==> config.mk <==
export PLATFORM = sky130hd
export DESIGN_NAME = line_channel_config
export DESIGN_NICKNAME = d
export VERILOG_FILES = /design/src/cable_code_decode.v /design/src/line_channel_config.v
export VERILOG_INCLUDE_DIRS = /design/src /design/src/pkg
export SDC_FILE = /design/constraint.sdc
export NUM_CORES = 1
export LEC_CHECK = 0
export ABC_AREA = 0
export BUFFER_PORTS_ARGS = -buffer_cell sky130_fd_sc_hd__clkbuf_2
export CAP_MARGIN = 0
export CORE_ASPECT_RATIO = 1.2
export CORE_MARGIN = 2
export CORE_UTILIZATION = 49
export DETAILED_ROUTE_END_ITERATION = 7
export GPL_TIMING_DRIVEN = 0
export MAX_ROUTING_LAYER = met4
export PLACE_DENSITY_LB_ADDON = 0.12
export SETUP_SLACK_MARGIN = 0.4
export SLEW_MARGIN = 0
export SYNTH_ARGS = -nofsm -noshare
export SYNTH_HDL_FRONTEND = slang
export SYNTH_SLANG_ARGS = --single-unit
==> constraint.sdc <==
create_clock -name clk_sys -period 1.99 [get_ports clk_sys]
set_input_delay 0.398 -clock clk_sys [delete_from_list [all_inputs] [get_ports clk_sys]]
set_output_delay 0.398 -clock clk_sys [all_outputs]
set_load 0.005 [all_outputs]
==> src/pkg/line_channel_config_consts.vh <==
// Constants for the per-channel line configuration register bank.
// Assumes inclusion by bare name from the design files under src/.
`ifndef LINE_CHANNEL_CONFIG_CONSTS_VH
`define LINE_CHANNEL_CONFIG_CONSTS_VH

// Register map: offsets within one channel and channel stride
`define CH_CTRL_LINE_OFS 4'h0
`define CH_CTRL_TERM_OFS 4'h1
`define CH_STRIDE 8'h10
`define CH_COUNT 8

// Reset values
`define CH_CTRL_LINE_RST 8'h00
`define CH_CTRL_TERM_RST 8'h00

// First control register fields
`define CABLE_CODE_MSB 4
`define CABLE_CODE_LSB 0

// Termination and jitter control register fields
`define RX_TERM_BIT 7
`define TX_TERM_BIT 6
`define IMP_SEL_MSB 5
`define IMP_SEL_LSB 4
`define JA_PATH_MSB 3
`define JA_PATH_LSB 2
`define JA_BW_BIT 1
`define FIFO_DEPTH_BIT 0

// Cable length codes
`define CODE_T1_BAND0 5'h08
`define CODE_T1_BAND1 5'h09
`define CODE_T1_BAND2 5'h0a
`define CODE_T1_BAND3 5'h0b
`define CODE_T1_BAND4 5'h0c
`define CODE_T1_ARB 5'h0d
`define CODE_E1_COAX 5'h1c
`define CODE_E1_TP 5'h1d

// Transmit pulse setting encodings
`define PULSE_BAND0 3'h0
`define PULSE_BAND1 3'h1
`define PULSE_BAND2 3'h2
`define PULSE_BAND3 3'h3
`define PULSE_BAND4 3'h4
`define PULSE_ARB 3'h5
`define PULSE_G703 3'h6
`define PULSE_NONE 3'h7

// Line impedance select encodings
`define IMP_100 2'h0
`define IMP_110 2'h1
`define IMP_75 2'h2
`define IMP_120 2'h3

// Jitter attenuator path encodings
`define JA_OFF 2'h0
`define JA_TX 2'h1

`endif

==> src/cable_code_decode.v <==
// Registered decode of one channel's five-bit cable length code.
// Assumes the code comes from a register on the same clock.
`timescale 1ns/10ps
`default_nettype none
`include "line_channel_config_consts.vh"

module cable_code_decode (
  input wire clk_sys, // System clock
  input wire rst, // Synchronous reset, active high
  input wire [4:0] cableCode, // Cable length code
  output reg modeValid, // Code is a defined line mode
  output reg modeE1, // 1 = E1, 0 = T1
  output reg [2:0] pulseShape, // Transmit pulse setting
  output reg codingHdb3, // 1 = HDB3, 0 = B8ZS
  output reg coaxCable // 1 = 75 ohm coax
);

  reg validD;
  reg e1D;
  reg [2:0] shapeD;
  reg coaxD;

  // Table lookup; undefined codes leave the line unconfigured
  always @* begin
    validD = 1'b1;
    e1D = 1'b0;
    coaxD = 1'b0;
    case (cableCode)
      `CODE_T1_BAND0: shapeD = `PULSE_BAND0;
      `CODE_T1_BAND1: shapeD = `PULSE_BAND1;
      `CODE_T1_BAND2: shapeD = `PULSE_BAND2;
      `CODE_T1_BAND3: shapeD = `PULSE_BAND3;
      `CODE_T1_BAND4: shapeD = `PULSE_BAND4;
      `CODE_T1_ARB: shapeD = `PULSE_ARB;
      `CODE_E1_COAX: begin
        shapeD = `PULSE_G703;
        e1D = 1'b1;
        coaxD = 1'b1;
      end
      `CODE_E1_TP: begin
        shapeD = `PULSE_G703;
        e1D = 1'b1;
      end
      default: begin
        shapeD = `PULSE_NONE;
        validD = 1'b0;
      end
    endcase
  end

  // Outputs from flops so downstream analog controls see clean levels
  always @(posedge clk_sys) begin
    if (rst) begin
      modeValid <= 1'b0;
      modeE1 <= 1'b0;
      pulseShape <= `PULSE_NONE;
      codingHdb3 <= 1'b0;
      coaxCable <= 1'b0;
    end else begin
      modeValid <= validD;
      modeE1 <= e1D;
      pulseShape <= shapeD;
      codingHdb3 <= e1D; // T1 codes use B8ZS, E1 codes HDB3
      coaxCable <= coaxD;
    end
  end

endmodule
`default_nettype wire

==> src/line_channel_config.v <==
// Per-channel line configuration registers for an eight-channel line interface.
// Assumes the host port is synchronous to clk_sys and drives one access per cycle.
//
// How it works
// - Cable codes 08-0C pick T1 bands, 0D arbitrary pulse, 1C/1D pick E1.
// - Jitter path field: 00 off, 01 transmit path, 10 and 11 receive path.
// - Reset clears the jitter path field, leaving the attenuator disabled.
// - FIFO depth bit picks 64 or 32 bits for both receive and transmit Jitter_fifo_depth_select.
// - Cable length code sits in bits 4..0 of each first control register.
// - Channels one to seven repeat channel zero's registers every 0x10.
`timescale 1ns/10ps
`default_nettype none
`include "line_channel_config_consts.vh"

module line_channel_config (
  input wire clk_sys, // System clock, 20 MHz
  input wire rst, // Synchronous reset, active high
  input wire [7:0] hostAddr, // Register address
  input wire [7:0] hostWrData, // Write data
  input wire hostWrEn, // Write strobe, one cycle
  input wire hostRdEn, // Read strobe, one cycle
  output reg [7:0] hostRdData, // Read data, valid cycle after strobe
  output reg hostRdValid, // Read data valid pulse
  output wire [7:0] lineModeValid, // Per channel: code is defined
  output wire [7:0] lineModeE1, // Per channel: 1 = E1
  output wire [23:0] txPulseShape, // Per channel: 3-bit pulse setting
  output wire [7:0] lineCodingHdb3, // Per channel: 1 = HDB3
  output wire [7:0] coaxCable, // Per channel: 75 ohm coax
  output wire [15:0] line_impedance_select, // Per channel: impedance code
  output reg [7:0] imp100, // Per channel: 100 ohm termination
  output reg [7:0] imp110, // Per channel: 110 ohm termination
  output reg [7:0] imp75, // Per channel: 75 ohm termination
  output reg [7:0] imp120, // Per channel: 120 ohm termination
  output reg [7:0] jitterTxPath, // Per channel: attenuator in transmit
  output reg [7:0] jitterRxPath, // Per channel: attenuator in receive
  output wire [7:0] jitter_bandwidth_select, // Per channel: bandwidth bit
  output reg [7:0] jitterFifo64, // Per channel: 64-bit FIFO, else 32
  output wire [7:0] receive_termination_select, // Per channel: rx term bit
  output wire [7:0] transmit_termination_select // Per channel: tx term bit
);

  // Channel and register decode of the host address
  wire inChannelSpace;
  wire [2:0] chanSel;
  wire [3:0] regSel;
  wire hitLine;
  wire hitTerm;

  // Flattened copies of every channel's registers for the read path
  wire [63:0] ctrlLineFlat;
  wire [63:0] ctrlTermFlat;

  assign inChannelSpace = ~hostAddr[7];
  assign chanSel = hostAddr[6:4];
  assign regSel = hostAddr[3:0];
  assign hitLine = inChannelSpace && (regSel == `CH_CTRL_LINE_OFS);
  assign hitTerm = inChannelSpace && (regSel == `CH_CTRL_TERM_OFS);

  genvar ch;
  generate
    for (ch = 0; ch < `CH_COUNT; ch = ch + 1) begin : gChan
      reg [7:0] ctrlLine_q;
      reg [7:0] ctrlTerm_q;
      wire wrThis;
      wire [1:0] pathSel;
      wire [1:0] impSel;

      assign wrThis = hostWrEn && (chanSel == ch);

      // Channel registers; every channel resets to the same values
      always @(posedge clk_sys) begin
        if (rst) begin
          ctrlLine_q <= `CH_CTRL_LINE_RST;
          ctrlTerm_q <= `CH_CTRL_TERM_RST;
        end else begin
          if (wrThis && hitLine) begin
            ctrlLine_q <= hostWrData;
          end
          if (wrThis && hitTerm) begin
            ctrlTerm_q <= hostWrData;
          end
        end
      end

      assign ctrlLineFlat[ch*8 +: 8] = ctrlLine_q;
      assign ctrlTermFlat[ch*8 +: 8] = ctrlTerm_q;
      assign pathSel = ctrlTerm_q[`JA_PATH_MSB:`JA_PATH_LSB];
      assign impSel = ctrlTerm_q[`IMP_SEL_MSB:`IMP_SEL_LSB];

      // Field taps straight from the register flops
      assign line_impedance_select[ch*2 +: 2] = impSel;
      assign jitter_bandwidth_select[ch] = ctrlTerm_q[`JA_BW_BIT];
      assign receive_termination_select[ch] = ctrlTerm_q[`RX_TERM_BIT];
      assign transmit_termination_select[ch] = ctrlTerm_q[`TX_TERM_BIT];

      // Decoded controls registered, one cycle behind the field
      always @(posedge clk_sys) begin
        if (rst) begin
          jitterTxPath[ch] <= 1'b0;
          jitterRxPath[ch] <= 1'b0;
          jitterFifo64[ch] <= 1'b0;
          imp100[ch] <= 1'b1;
          imp110[ch] <= 1'b0;
          imp75[ch] <= 1'b0;
          imp120[ch] <= 1'b0;
        end else begin
          jitterTxPath[ch] <= (pathSel == `JA_TX);
          jitterRxPath[ch] <= pathSel[1];
          // One bit steers both the receive and transmit FIFO depth
          jitterFifo64[ch] <= ctrlTerm_q[`FIFO_DEPTH_BIT];
          imp100[ch] <= (impSel == `IMP_100);
          imp110[ch] <= (impSel == `IMP_110);
          imp75[ch] <= (impSel == `IMP_75);
          imp120[ch] <= (impSel == `IMP_120);
        end
      end

      // Line mode decode of the cable length code
      cable_code_decode uDecode (
        .clk_sys(clk_sys),
        .rst(rst),
        .cableCode(ctrlLine_q[`CABLE_CODE_MSB:`CABLE_CODE_LSB]),
        .modeValid(lineModeValid[ch]),
        .modeE1(lineModeE1[ch]),
        .pulseShape(txPulseShape[ch*3 +: 3]),
        .codingHdb3(lineCodingHdb3[ch]),
        .coaxCable(coaxCable[ch])
      );
    end
  endgenerate

  // Read path; addresses outside this bank read as zero
  always @(posedge clk_sys) begin
    if (rst) begin
      hostRdData <= 8'h00;
      hostRdValid <= 1'b0;
    end else begin
      hostRdValid <= hostRdEn;
      if (hostRdEn) begin
        if (hitLine) begin
          hostRdData <= ctrlLineFlat[chanSel*8 +: 8];
        end else if (hitTerm) begin
          hostRdData <= ctrlTermFlat[chanSel*8 +: 8];
        end else begin
          hostRdData <= 8'h00;
        end
      end
    end
  end

endmodule
`default_nettype wire

==> results.md, run 1 <==
* Vias per Instance at just over 5
* Largest net degree at the start of global routing at 15
* Hold Crit Class: input pin to register
* Post-Syn Area at ~9500 µm²
* CTS sink count at between 200 and 250
* Mapped Avg Cell Area at roughly 11 µm²
* Starting Density at between 50 and 60%
* Minimum clock period at 1.566 ns
* GR Overflow Total at 0
* Relative slew margins at roughly 43%
* Max Freq at between 0.6 and 0.7 GHz
* Hold-fix buffers, CTS at 0
* Cell variety after synth at between 40 and 50
* P_leak at 5.643 nW
* Post-DP HPWL at 18,650 µm
* Area share of the largest cell type after synthesis at between 50% and 60%
* Crit end category: register
* Post-Synthesis Cells at between 900 and 1,000
* Final cell count without fillers at ~1,400
* Drt first pass iters at 5
* Dpl cell area at 10,900 µm²
* Routed len/inst at 19.23 µm
* CORE AREA at ~19,000 µm²
* Die area at just over 20,000 µm²
* Critical path start-end classification: input pin to register
* Fill cells at 1,669
* FFs w/ async S/R, synth at 0%
* # port buffers at around 180
* Worst Skew at about 0.013 ns
* Clk_lat worst skew at roughly 0.52 ns
* CTS H-tree lvls at 1
* Status: completed
* I/O Pins at 181
* Worst Path Max Fanout at 8
* Crit share post-route at about four fifths
* Max clock buf depth at 3
* Worst path required time at approximately 2.4 ns
* Nets at ~1,100
* Placed insts at 1,336
* Sequential share of the synthesized area at about half
* Syn nets at ~920
* Synth Flop Type: dfxtp_1
* Fin util at 62.13%
* Tot GR Track Use at between 20% and 30%
* Starting DRT DRC Count at approximately 350
* Num CTS Buffers at 24
* Rows at between 50 and 60
* Most area-hungry cell type in the Yosys netlist: dfxtp_1
* Layout cells sized above 1 at about a third
* Post-route DRC at 0
* Hold Slack at around 0.27 ns
* Peak VDD IR at about 0.00055 V
* Die width at about 130 µm
* Routed wire length at roughly 27,000 µm
* First-pass GRT wire length at around 40,000 µm
* Final Slew Violations at 0
* CTS Root Cell: clkbuf_16
* Maxcap violations at 0
* Worst setup SP type: input pin
* Total area of sequential cells at approximately 4900 µm²
* Vias in the first global route at ~7,000
* DIE HEIGHT at 156.9 µm
* Top cells by count, synth: 241 x dfxtp_1, 146 x mux2i_1, 134 x nor2_1, 74 x buf_4, 38 x clkbuf_1
* Vias at approximately 7,000
* Placer Congestion at between 0.9 and 1
* RSZ-0062 raised after global routing: false
* WP data arrival at 1.96 ns
* Ant. Diodes at 0
* Initial antenna violation count at 0
* Area added between synthesis and finish at 23.67%
* Area of the multi-input gates at 4053 µm²
* Worst-path clk slew at roughly 0.06 ns
* Final Instance Area at ~12,000 µm²
* Worst slew pin tran at around 0.86 ns
* #FFs+latches synth at between 200 and 250
* Final setup violation count at 0
* Cell Pwr Density at roughly 830 nW/µm²
* Post-synth EDFFs at 0
* Synth top area cells: dfxtp_1 51%, mux2i_1 15%, buf_4 5.8%
* Post-route ant nets at 0
* TritonCTS clock tree: built
* Yosys warnings at 0
* Final Hold Viols at 0
* Top-count cell post-synth: dfxtp_1
[report_power, final]
part           internal, mW  switching [mW]
Sequential             4.83         0.00456
Clock                  2.76            1.83
Combinational         0.118           0.305
Total                  7.70            2.14
[placed cells by master (no fill, tap or decap), types with 24 or more instances in the layout]
cell       instances
nor2b_1           28
nor3b_1           26
buf_4             76
clkbuf_16         25
dfxtp_1          224
clkbuf_2         188
nand2_1           24
clkbuf_1          33
nor2_1           134
mux2i_1          145
[path summary, 6_finish.rpt]
kind | to | from | cells past startpoint | slack (ns)
setup reg to reg | hostRdData[4] | gChan[7].ctrlTerm_q[4] | 4 | 0.45
setup / recovery | gChan[3].ctrlTerm_q[3] | hostAddr[7] | 5 | 0.42
hold reg to reg | jitterTxPath[0] | gChan[0].ctrlTerm_q[3] | 1 | 0.48
hold / removal | hostRdValid | hostRdEn | 2 | 0.27
[layout make-up]
cell class                      count  share of cell area (%)
Tap cell                          256                   2.714
Sequential cell                   241                   41.11
Clock inverter                      6                  0.8907
Clock buffer                       35                   5.789
Buffer                            121                   6.860
Inverter                           10                  0.3181
Timing Repair Buffer              181                   7.974
Multi-Input combinational cell    531                   34.34
[sequential cells by signal, summed over array words and instances, names as in the netlist]
name                      count
jitterFifo64                  8
gChan.uDecode.modeE1          6
hostRdData                    8
imp120                        8
gChan.uDecode.coaxCable       8
jitterTxPath                  8
gChan.uDecode.codingHdb3      2
gChan.uDecode.modeValid       8
imp110                        8
jitterRxPath                  8
gChan.uDecode.pulseShape     24
gChan.ctrlLine_q             64
imp100                        8
hostRdValid                   1
gChan.ctrlTerm_q             64
imp75                         8
[per-stage QoR]
| step | power, mW | TNS [ns] | worst slack [ns] |
|---|---|---|---|
| after global routing | 10.12 | 0 | 0.4120 |
| after CTS | 9.902 | 0 | 0.3922 |
| after floorplan | 5.178 | 0 | 0.1561 |
| after detailed placement | 5.355 | -27.70 | -0.4051 |
| after global placement | 5.355 | -29.82 | -0.4352 |
| final | 9.845 | 0 | 0.4236 |
[timing repair]
action	4_1_cts	5_1_grt
endpoints found under the setup margin	98	77
resized for setup	20	14
pin swaps	2	0
buffers inserted	4	0
[worst max-delay path, cell delays in order]
cell and delay [ns]:
clkbuf_2 0.17, nand4b_2 0.41, nor3_4 0.63, mux2i_1 0.28
nor2_1 0.07
[metal layers]
metal / GRT usage [%] / wire [µm] / up-vias
met5: - / 0 / -
met2: 43.43 / 12740 / 234
met1: 31.63 / 11330 / 3395
met4: 11.90 / 1141 / 0
li1: - / - / 3479
met3: 3.822 / 1333 / 61
[cells by family after synthesis]
kind of cell | Yosys count | synth area share, %
simple gates | 292 | 16.14
flops | 241 | 50.56
mux | 175 | 20.39
buf+inv | 131 | 8.248
compound gates | 64 | 4.655
Power figures use the tool's default switching activity.
==> run 2: changes to the inputs <==
==> constraint.sdc (replaced) <==
create_clock -name clk_sys -period 1.6 [get_ports clk_sys]
set_input_delay 0.32 -clock clk_sys [delete_from_list [all_inputs] [get_ports clk_sys]]
set_output_delay 0.32 -clock clk_sys [all_outputs]
set_load 0.005 [all_outputs]
==> run 2 against run 1 <==
  * Count of clock-buffer cells in the layout decreased by 2
  * Critical path type is now register to register
  * Non-clock buffer count increased by 35
  * Routed wire length increased by 3.5%
  * Power increased by 27%
  * Utilization increased by 6.6 points
  * First-iteration DRC count increased by 34%
  * Critical endpoint is now hostRdData[5]
==> results.md, run 2 (synthesis results as in run 1) <==
* WP data arrival at between 1.5 and 2 ns
* Worst Skew at approximately 0.011 ns
* Clk_lat worst skew at ~0.52 ns
* Placed insts at around 1,300
* Crit path from: gChan[3].ctrlTerm_q[5]
* Reg2reg path depth at 4
* Max Freq at 0.6778 GHz
* Nets at 1,165
* Relative slew margins at 44.89%
* Largest net degree at the start of global routing at 15
* Post-DP HPWL at between 15,000 and 20,000 µm
* Worst path required time at ~2 ns
* GR Overflow Total at 0
* I/O Pins at ~180
* Critical path start-end classification: register to register
* Starting DRT DRC Count at around 470
* Layout cells sized above 1 at 46.25%
* Final Slew Violations at 0
* Die width at approximately 130 µm
* Num CTS Buffers at 24
* # port buffers at approximately 180
* Final setup violation count at 0
* First-pass GRT wire length at just over 40,000 µm
* CTS H-tree lvls at 1
* Maxcap violations at 0
* Hold Slack at between 0.15 and 0.2 ns
* Critical R2R Launch: gChan[3].ctrlTerm_q[5]
* Worst slew pin tran at approximately 0.83 ns
* Routed wire length at 27,480 µm
* Dpl cell area at roughly 11,000 µm²
* Crit end category: register
* Post-route DRC at 0
* Register-to-register setup slack at between 0.1 and 0.15 ns
* DIE HEIGHT at 156.9 µm
* Commonest cells after routing, fill and taps aside: 142 x clkbuf_2, 139 x mux2i_1, 133 x nor2_1
* R2r endpoint: hostRdData[5]
* Ant. Diodes at 0
* Vias per Instance at roughly 5.3
* Cell Pwr Density at approximately 960 nW/µm²
* CORE AREA at around 19,000 µm²
* Final cell count without fillers at between 1,000 and 1,500
* Peak VDD IR at 0.0008923 V
* Final Hold Viols at 0
* Final Instance Area at about 13,000 µm²
* Worst Hold Path Cells at 2
* Hold EP: hostRdValid
* Drt first pass iters at 5
* Crit share post-route at slightly above 90%
* Placer Congestion at approximately 0.97
* Routed len/inst at between 15 and 20 µm
* TritonCTS clock tree: built
* Commonest non-fill, non-tap cell in the layout: clkbuf_2
* Hold Startpoint: hostRdEn
* Worst-path clk slew at 0.07 ns
* RSZ-0062 raised after global routing: true
* Vias at 7,450
* Worst Path Max Fanout at 3
* Minimum clock period at between 1 and 1.5 ns
* Vias in the first global route at 7,127
* Biggest regs: gChan.ctrlLine_q: 64 flops, gChan.ctrlTerm_q: 64 flops, gChan.uDecode.pulseShape: 24 flops
* Die area at a little over 20,000 µm²
* CTS Root Cell: clkbuf_16
* Fill cells at 1,469
* Initial antenna violation count at 0
* Tot GR Track Use at between 20 and 30%
* Post-route ant nets at 0
* Area added between synthesis and finish at 36.86%
* Worst setup SP type: register
* CTS sink count at 241
* Max clock buf depth at 3
* Hold Crit Class: input pin to register
* Rows at 55
* Status: completed
* P_leak at 6.104 nW
* Starting Density at 50.24%
run 2: repair_timing:
| item | 4_1_cts | 5_1_grt |
|---|---|---|
| endpoints found under the hold margin | 0 | 0 |
| hold buffers | 0 | 0 |
| endpoints found under the setup margin | 283 | 282 |
| buffers inserted | 35 | 4 |
| resized for setup | 175 | 129 |
| pin swaps | 15 | 12 |
run 2: final cells by class:
type                            instances  area [µm²]  share of cell area [%]
Buffer                                121        1150                   8.805
Clock buffer                           33       705.7                   5.404
Inverter                               10       37.54                  0.2874
Sequential cell                       241        5007                   38.34
Timing Repair Buffer                  216        1443                   11.05
Tap cell                              256       320.3                   2.453
Multi-Input combinational cell        531        4265                   32.66
Clock inverter                          9       130.1                  0.9965
run 2: worst max-delay path by stage:
stage | end | slack (ns) | depth (start not counted)
floorplan | gChan[2].ctrlTerm_q[0] | -0.16 | 5
global placement | gChan[2].ctrlTerm_q[2] | -0.78 | 5
detailed placement | gChan[2].ctrlTerm_q[1] | -0.78 | 5
CTS | hostRdData[5] | 0.12 | 4
global route | hostRdData[5] | 0.1 | 4
finish | hostRdData[5] | 0.12 | 4
run 2: per-stage QoR:
step | total power [mW] | utilization [%] | worst slack, ns | TNS (ns)
floorplan | 6.479 | - | -0.1559 | -3.740
global placement | 6.697 | 58.35 | -0.7793 | -68.84
detailed placement | 6.700 | 58.35 | -0.7843 | -71.13
CTS | 12.55 | 66.92 | 0.1199 | 0
global route | 12.85 | 68.75 | 0.09828 | 0
finish | 12.52 | 68.75 | 0.1247 | 0
run 2: worst max-delay path, stage by stage (launching register included):
cell and delay, ns:
dfxtp_4 0.36, mux4_2 0.50, mux2_4 0.29, a22oi_2 0.11
o41ai_1 0.09
run 2: metal layers:
layer,wire (µm),part of all wire (%),up-vias,track usage [%]
met3,1675,6.1,49,4.146
met5,0,0,-,-
met2,13560,49,279,46.39
met4,771,2.8,0,7.453
li1,-,-,3554,-
met1,11470,42,3568,32.84
run 2: where the power goes:
part	switching [mW]	leakage [nW]	internal, mW	total [mW]
clock network	2.36	0.410	3.57	5.93
logic	0.410	3.70	0.200	0.611
registers	0.00607	1.99	5.98	5.98
